===== src/rx_crc_pkg.sv =====
// package for the receive crc / parity checker: register map, fields, presets
// assumes a plain register port with one-cycle read latency
package rx_crc_pkg;

  // ==========================================================================
  // register map
  localparam logic [7:0] CFG_ADDR = 8'h12;
  localparam logic [7:0] STATUS_ADDR = 8'h13;

  // ==========================================================================
  // field positions of the configuration register
  localparam int PRESET_VAL_LSB = 16;
  localparam int PARITY_ODD_BIT = 11;
  localparam int PARITY_EN_BIT = 10;
  localparam int KEEP_CLASH_BIT = 9;
  localparam int ALIGN_LSB = 6;
  localparam int PRESET_SEL_LSB = 3;
  localparam int CRC5_BIT = 2;
  localparam int INV_BIT = 1;
  localparam int CRC_EN_BIT = 0;
  localparam logic [31:0] CFG_RESET = 32'h0000_0000;

  // ==========================================================================
  // crc presets and residues
  localparam logic [2:0] SEL_ZERO = 3'h0;
  localparam logic [2:0] SEL_A = 3'h1;
  localparam logic [2:0] SEL_A671 = 3'h2;
  localparam logic [2:0] SEL_B = 3'h3;
  localparam logic [2:0] SEL_0012 = 3'h4;
  localparam logic [2:0] SEL_E012 = 3'h5;
  localparam logic [2:0] SEL_ARB = 3'h7;
  localparam logic [15:0] PRE_ZERO = 16'h0000;
  localparam logic [15:0] PRE_A = 16'h6363;
  localparam logic [15:0] PRE_A671 = 16'ha671;
  localparam logic [15:0] PRE_B = 16'hffff;
  localparam logic [15:0] PRE_0012 = 16'h0012;
  localparam logic [15:0] PRE_E012 = 16'he012;
  localparam logic [15:0] RESIDUE_INV = 16'hf0b8;
  localparam logic [15:0] POLY16 = 16'h8408;
  localparam logic [4:0] POLY5 = 5'h14;

  // ==========================================================================
  // mode detector verdicts
  typedef enum logic [1:0] {
    MODE_NONE,
    MODE_A,
    MODE_B,
    MODE_JIS
  } detect_mode_t;

endpackage : rx_crc_pkg


===== src/crc_engine.sv =====
// reflected crc shift register, 16-bit or 5-bit polynomial
// assumes bits arrive lsb first, one per i_bit_vld cycle
`timescale 1ns/100ps
module crc_engine (
  input wire logic i_ref_clk,
  input wire logic i_rst_n,
  input wire logic i_load,
  input wire logic [15:0] i_preset,
  input wire logic i_crc5,
  input wire logic i_bit_vld,
  input wire logic i_bit,
  output logic [15:0] o_crc
);
  logic fb;

  always_comb
  begin
    fb = o_crc[0] ^ i_bit;
  end

  always_ff @(posedge i_ref_clk)
  begin
    if (!i_rst_n)
      o_crc <= 16'h0000;
    else if (i_load)
      o_crc <= i_preset;
    else if (i_bit_vld)
    begin
      if (i_crc5)
        o_crc <= {11'h0, ({1'b0, o_crc[4:1]} ^ (fb ? rx_crc_pkg::POLY5 : 5'h00))};
      else
        o_crc <= {1'b0, o_crc[15:1]} ^ (fb ? rx_crc_pkg::POLY16 : 16'h0000);
    end
  end
endmodule : crc_engine


===== config.mk =====
export PLATFORM = sky130hd
export DESIGN_NAME = crc_engine
export DESIGN_NICKNAME = d
export VERILOG_FILES = /design/src/rx_crc_pkg.sv /design/src/crc_engine.sv
export SDC_FILE = /design/constraint.sdc
export NUM_CORES = 1
export LEC_CHECK = 0
export BUFFER_PORTS_ARGS = -buffer_cell sky130_fd_sc_hd__buf_2
export CAP_MARGIN = 30
export CORE_MARGIN = 8
export CORE_UTILIZATION = 48
export DETAILED_ROUTE_END_ITERATION = 8
export GPL_ROUTABILITY_DRIVEN = 0
export PLACE_DENSITY = 0.79
export SYNTH_ARGS = -nofsm -noshare
export SYNTH_HDL_FRONTEND = slang
export SYNTH_SLANG_ARGS = --single-unit

===== constraint.sdc =====
create_clock -name i_ref_clk -period 2.4 [get_ports i_ref_clk]
set_clock_uncertainty 0.2 [all_clocks]
set_input_delay 0.24 -clock i_ref_clk [delete_from_list [all_inputs] [get_ports i_ref_clk]]
set_output_delay 0.24 -clock i_ref_clk [all_outputs]
set_load 0.05 [all_outputs]

==> report_table.html <==
<table>
<tr><th>Metric</th><th>Value</th></tr>
<tr><th colspan="2">Outcome</th></tr>
<tr><td>Result of the run</td><td>finished clean</td></tr>
<tr><th colspan="2">Worst setup path</th></tr>
<tr><td>Data arrival time at the worst-slack endpoint</td><td>1.02 ns</td></tr>
<tr><td>Required time of the critical path</td><td>roughly 2.0 ns</td></tr>
<tr><td>Largest stage delay on the critical path</td><td>0.43 ns</td></tr>
<tr><td>Worst Path Max Fanout</td><td>4</td></tr>
<tr><td>Cell family with the largest share of critical-path delay</td><td>flip-flops</td></tr>
<tr><td>Crit start category</td><td>flip-flop</td></tr>
<tr><td>Worst setup EP type</td><td>output port</td></tr>
<tr><td>Count of buffer and inverter cells on the critical path</td><td>1</td></tr>
<tr><td>CP cell instances</td><td>buf_2</td></tr>
<tr><td>Cell type of the slowest stage on the worst timing path</td><td>sky130_fd_sc_hd__dfxtp_1</td></tr>
<tr><td>Startpoint-to-endpoint class of the critical path</td><td>reg2out</td></tr>
<tr><th colspan="2">Yosys</th></tr>
<tr><td>Synth Area in Adders</td><td>0</td></tr>
<tr><td>Distinct cells, synth</td><td>31</td></tr>
<tr><td>Post-Synth Simple-Gate Area</td><td>0.280</td></tr>
<tr><td>Sequential cell area fraction in the yosys report</td><td>0.381</td></tr>
<tr><td>Post-synth design cell area</td><td>841 um2</td></tr>
<tr><td>Post-synthesis share of cell area spent on xor and xnor gates</td><td>0.0402</td></tr>
<tr><td>Mean area per synthesized cell</td><td>~8.3 um2</td></tr>
<tr><td>Post-synthesis mux area share</td><td>0.0268</td></tr>
<tr><td>Share of the synthesized area in compound gates (AO/OA/AOI/OAI)</td><td>0.216</td></tr>
<tr><td>Number of register bits inferred by synthesis</td><td>16</td></tr>
<tr><td>Dominant combinational cell family by area after synthesis</td><td>simple AND/OR/NAND/NOR gates</td></tr>
<tr><td>YS warnings</td><td>0</td></tr>
<tr><td>Net Count, Synth</td><td>123</td></tr>
<tr><td>Mapped Cells</td><td>roughly 100</td></tr>
<tr><th colspan="2">Placement</th></tr>
<tr><td>Dpl hpwl</td><td>1570 um</td></tr>
<tr><td>Placed instance area</td><td>~1000 um2</td></tr>
<tr><td>Cell count after placement</td><td>between 100 and 150</td></tr>
<tr><td>IO Port Bufs</td><td>37</td></tr>
<tr><th colspan="2">Die</th></tr>
<tr><td># IOs</td><td>38</td></tr>
<tr><td>Initial cell density of the core</td><td>0.498</td></tr>
<tr><td>Die H</td><td>approximately 58 um</td></tr>
<tr><td>Floorplan row count</td><td>15</td></tr>
<tr><td>Area of the core</td><td>approximately 1700 um2</td></tr>
<tr><td>DIE AREA</td><td>between 3000 and 4000 um2</td></tr>
<tr><td>Overall die width</td><td>57.9 um</td></tr>
<tr><th colspan="2">Timing</th></tr>
<tr><td>Setup repair after global routing missed its margin</td><td>false</td></tr>
<tr><td>FMAX</td><td>just under 0.7 GHz</td></tr>
<tr><td>Part of the cycle the worst path needs</td><td>0.607</td></tr>
<tr><td>Min Tclk post-route</td><td>about 1.5 ns</td></tr>
<tr><td>Final slew viol count</td><td>0</td></tr>
<tr><td>Transition time of the tightest slew-check pin</td><td>a little under 0.5 ns</td></tr>
<tr><td>Final Hold Violating Endpoints</td><td>0</td></tr>
<tr><td>Worst-case headroom to the max-slew limit</td><td>0.674</td></tr>
<tr><td>Number of endpoints failing setup at the final stage</td><td>0</td></tr>
<tr><td>Post-Route Setup TNS</td><td>0 ns</td></tr>
<tr><td>Worst slack on hold paths</td><td>0.0104 ns</td></tr>
<tr><th colspan="2">Finish</th></tr>
<tr><td>Most flop-heavy register</td><td>o_crc</td></tr>
<tr><td>Diodes inserted</td><td>0</td></tr>
<tr><td>Fill count</td><td>about 150</td></tr>
<tr><td>Fraction of layout cells with a size suffix above 1</td><td>0.324</td></tr>
<tr><td>Area grow syn2layout</td><td>29.8%</td></tr>
<tr><td>Post-route non-filler standard cell count</td><td>between 150 and 200</td></tr>
<tr><td>Largest registers</td><td>o_crc x16</td></tr>
<tr><td>Total number of nets in the final design</td><td>162</td></tr>
<tr><td>Number of flip-flops under the largest register name</td><td>16</td></tr>
<tr><td>Final Cell Area</td><td>between 1000 and 1500 um2</td></tr>
<tr><th colspan="2">Routing</th></tr>
<tr><td>Iteration count of the initial detailed-routing pass</td><td>4</td></tr>
<tr><td>Post-detailed-route wirelength per cell</td><td>14.3 um</td></tr>
<tr><td>Via total after detailed routing</td><td>between 800 and 900</td></tr>
<tr><td>DRT antenna net count</td><td>0</td></tr>
<tr><td>Avg Vias per Cell</td><td>5.55</td></tr>
<tr><td>Wire length after detailed routing</td><td>approximately 2200 um</td></tr>
<tr><td>Number of violations reported at the end of detailed-routing iteration 0</td><td>8</td></tr>
<tr><td>DRC violation count after routing</td><td>0</td></tr>
<tr><th colspan="2">Power and ir drop</th></tr>
<tr><td>Fraction of power spent switching nets</td><td>0.334</td></tr>
<tr><td>P_sw</td><td>~220 uW</td></tr>
<tr><td>Portion of total power attributed to sequential cells</td><td>0.454</td></tr>
<tr><td>Peak ir drop on the vdd network</td><td>between 0.3 and 0.4 mV</td></tr>
<tr><td>Relative contribution of the clock network to total power</td><td>0.268</td></tr>
<tr><td>Leak</td><td>0.508 nW</td></tr>
<tr><td>Relative contribution of combinational cells to total power</td><td>0.278</td></tr>
<tr><td>PD cells</td><td>~600 nW/um2</td></tr>
<tr><td>Overall Power</td><td>roughly 660 uW</td></tr>
<tr><td>Int Pwr</td><td>436 uW</td></tr>
<tr><th colspan="2">Clock tree</th></tr>
<tr><td>Clk Latency, worst-skew pair</td><td>between 0.2 and 0.3 ns</td></tr>
<tr><td>Inserted Clock Buffers</td><td>3</td></tr>
<tr><td>CTS H-tree lvls</td><td>1</td></tr>
<tr><td>Buffer levels on the longest clock path</td><td>2</td></tr>
<tr><td>Number of clock sinks</td><td>16</td></tr>
<tr><td>Reg clk slew, reported paths</td><td>~0.09 ns</td></tr>
<tr><td>TritonCTS clock tree</td><td>done</td></tr>
<tr><td>Clk Tree Root Cell</td><td>sky130_fd_sc_hd__clkbuf_4</td></tr>
<tr><th colspan="2">Global routing</th></tr>
<tr><td>Global-route wire length before repair</td><td>about 3700 um</td></tr>
<tr><td>GRT Overall Usage</td><td>0.137</td></tr>
<tr><td>Largest net degree at the start of global routing</td><td>31</td></tr>
<tr><td>Number of global-route vias before repair</td><td>slightly above 800</td></tr>
<tr><td>Initial antenna violation count</td><td>0</td></tr>
<tr><td>Leftover overflow at the end of global routing</td><td>0</td></tr>
<tr><th colspan="2">Job</th></tr>
<tr><td>Number of max-cap violations</td><td>0</td></tr>
<tr><th colspan="2">Hold path</th></tr>
<tr><td>Path type of the worst min-delay path</td><td>in2reg</td></tr>
</table>
## path summary, 6_finish.rpt
check | from | endpoint | slack [ns] | cells past startpoint
setup / recovery | o_crc[0]$_SDFFE_PN0P_ | o_crc[0] | 0.94 | 1
hold reg to reg | o_crc[3]$_SDFFE_PN0P_ | o_crc[2]$_SDFFE_PN0P_ | 0.35 | 2
hold / removal | i_preset[14] | o_crc[14]$_SDFFE_PN0P_ | 0.01 | 3
setup reg to reg | o_crc[0]$_SDFFE_PN0P_ | o_crc[4]$_SDFFE_PN0P_ | 1.07 | 3
## cell usage after synthesis (all sizes together)
master	n	area, um2
clkbuf	1	3.75
o221a	1	11.3
nand3b	1	7.51
o21ai	6	30.0
xor2	1	8.76
mux2	2	22.5
buf	6	28.8
nand4b	1	8.76
o211ai	1	7.51
a32o	1	10.0
and3b	3	26.3
a21oi	7	35.0
nand2	8	30.0
nor2b	10	62.6
o221ai	1	8.76
o2111a	1	11.3
nor3	9	50.1
nor3b	1	7.51
xnor2	2	25.0
nor2	8	30.0
dfxtp	16	320
a31oi	1	6.26
a311oi	7	61.3
or3	1	6.26
nand2b	1	6.26
inv	4	15.0
## layer usage
layer,vias up,part of all wire,track usage
met5,-,0,0
met4,0,0.0085,0.0629
met3,4,0.087,0.0552
met2,28,0.44,0.201
met1,394,0.47,0.170
li1,440,-,-
## cell families after synthesis
group                  Yosys count
XOR/XNOR                         3
AO/OA/AOI/OAI                   26
flip-flops                      16
buffers and inverters           11
multiplexers                     2
AND/OR/NAND/NOR                 43
## worst reg2reg max path: stages, from the launching register on
cell                      delay (ns)
sky130_fd_sc_hd__dfxtp_1        0.37
sky130_fd_sc_hd__xnor2_2        0.30
sky130_fd_sc_hd__a21oi_1        0.12
sky130_fd_sc_hd__o221a_1        0.23
## stage by stage
stage                      util  worst slack (ns)
after floorplan               -             0.795
after global placement    0.601             0.971
after detailed placement  0.601             0.946
after CTS                 0.646             0.933
after global routing      0.646             0.895
final                     0.646             0.944
## final cells by class
class / count / area (um2) / share of cell area
timing repair buffer: 41 / 225 / 0.206
inverter: 4 / 15.0 / 0.0138
sequential: 16 / 320 / 0.294
tap: 17 / 21.3 / 0.0195
multi-input combinational: 74 / 473 / 0.433
clock buffer: 4 / 36.3 / 0.0333
## what timing repair did
action | CTS | global route
hold buffers | 4 | 0
setup buffers | 0 | 0
endpoints found under the setup margin | 0 | 0
hold endpoints to repair | 4 | 0
gates resized for setup | 0 | 0
## power groups by stage
stage               Combinational (mW)  Sequential, mW  Clock, mW
finish                           0.182           0.297      0.176
global route                     0.197           0.300      0.193
CTS                              0.183           0.297      0.180
detailed placement               0.177           0.303          0
global placement                 0.176           0.302          0
floorplan                       0.0665           0.365          0
## layout by cell type, fill, tap and decap left out, types with 2 or more instances in the layout
| master | n |
|---|---|
| sky130_fd_sc_hd__buf_2 | 37 |
| sky130_fd_sc_hd__dlygate4sd3_1 | 4 |
| sky130_fd_sc_hd__mux2_1 | 2 |
| sky130_fd_sc_hd__o21ai_1 | 3 |
| sky130_fd_sc_hd__dfxtp_1 | 16 |
| sky130_fd_sc_hd__nand2_1 | 8 |
| sky130_fd_sc_hd__o21ai_0 | 3 |
| sky130_fd_sc_hd__and3b_1 | 3 |
| sky130_fd_sc_hd__nor2b_1 | 10 |
| sky130_fd_sc_hd__nor3_1 | 8 |
| sky130_fd_sc_hd__clkbuf_4 | 3 |
| sky130_fd_sc_hd__a311oi_1 | 7 |
| sky130_fd_sc_hd__nor2_1 | 8 |
| sky130_fd_sc_hd__a21oi_1 | 7 |
| sky130_fd_sc_hd__inv_1 | 2 |
| sky130_fd_sc_hd__inv_2 | 2 |
(Power assumes the default switching activity.)
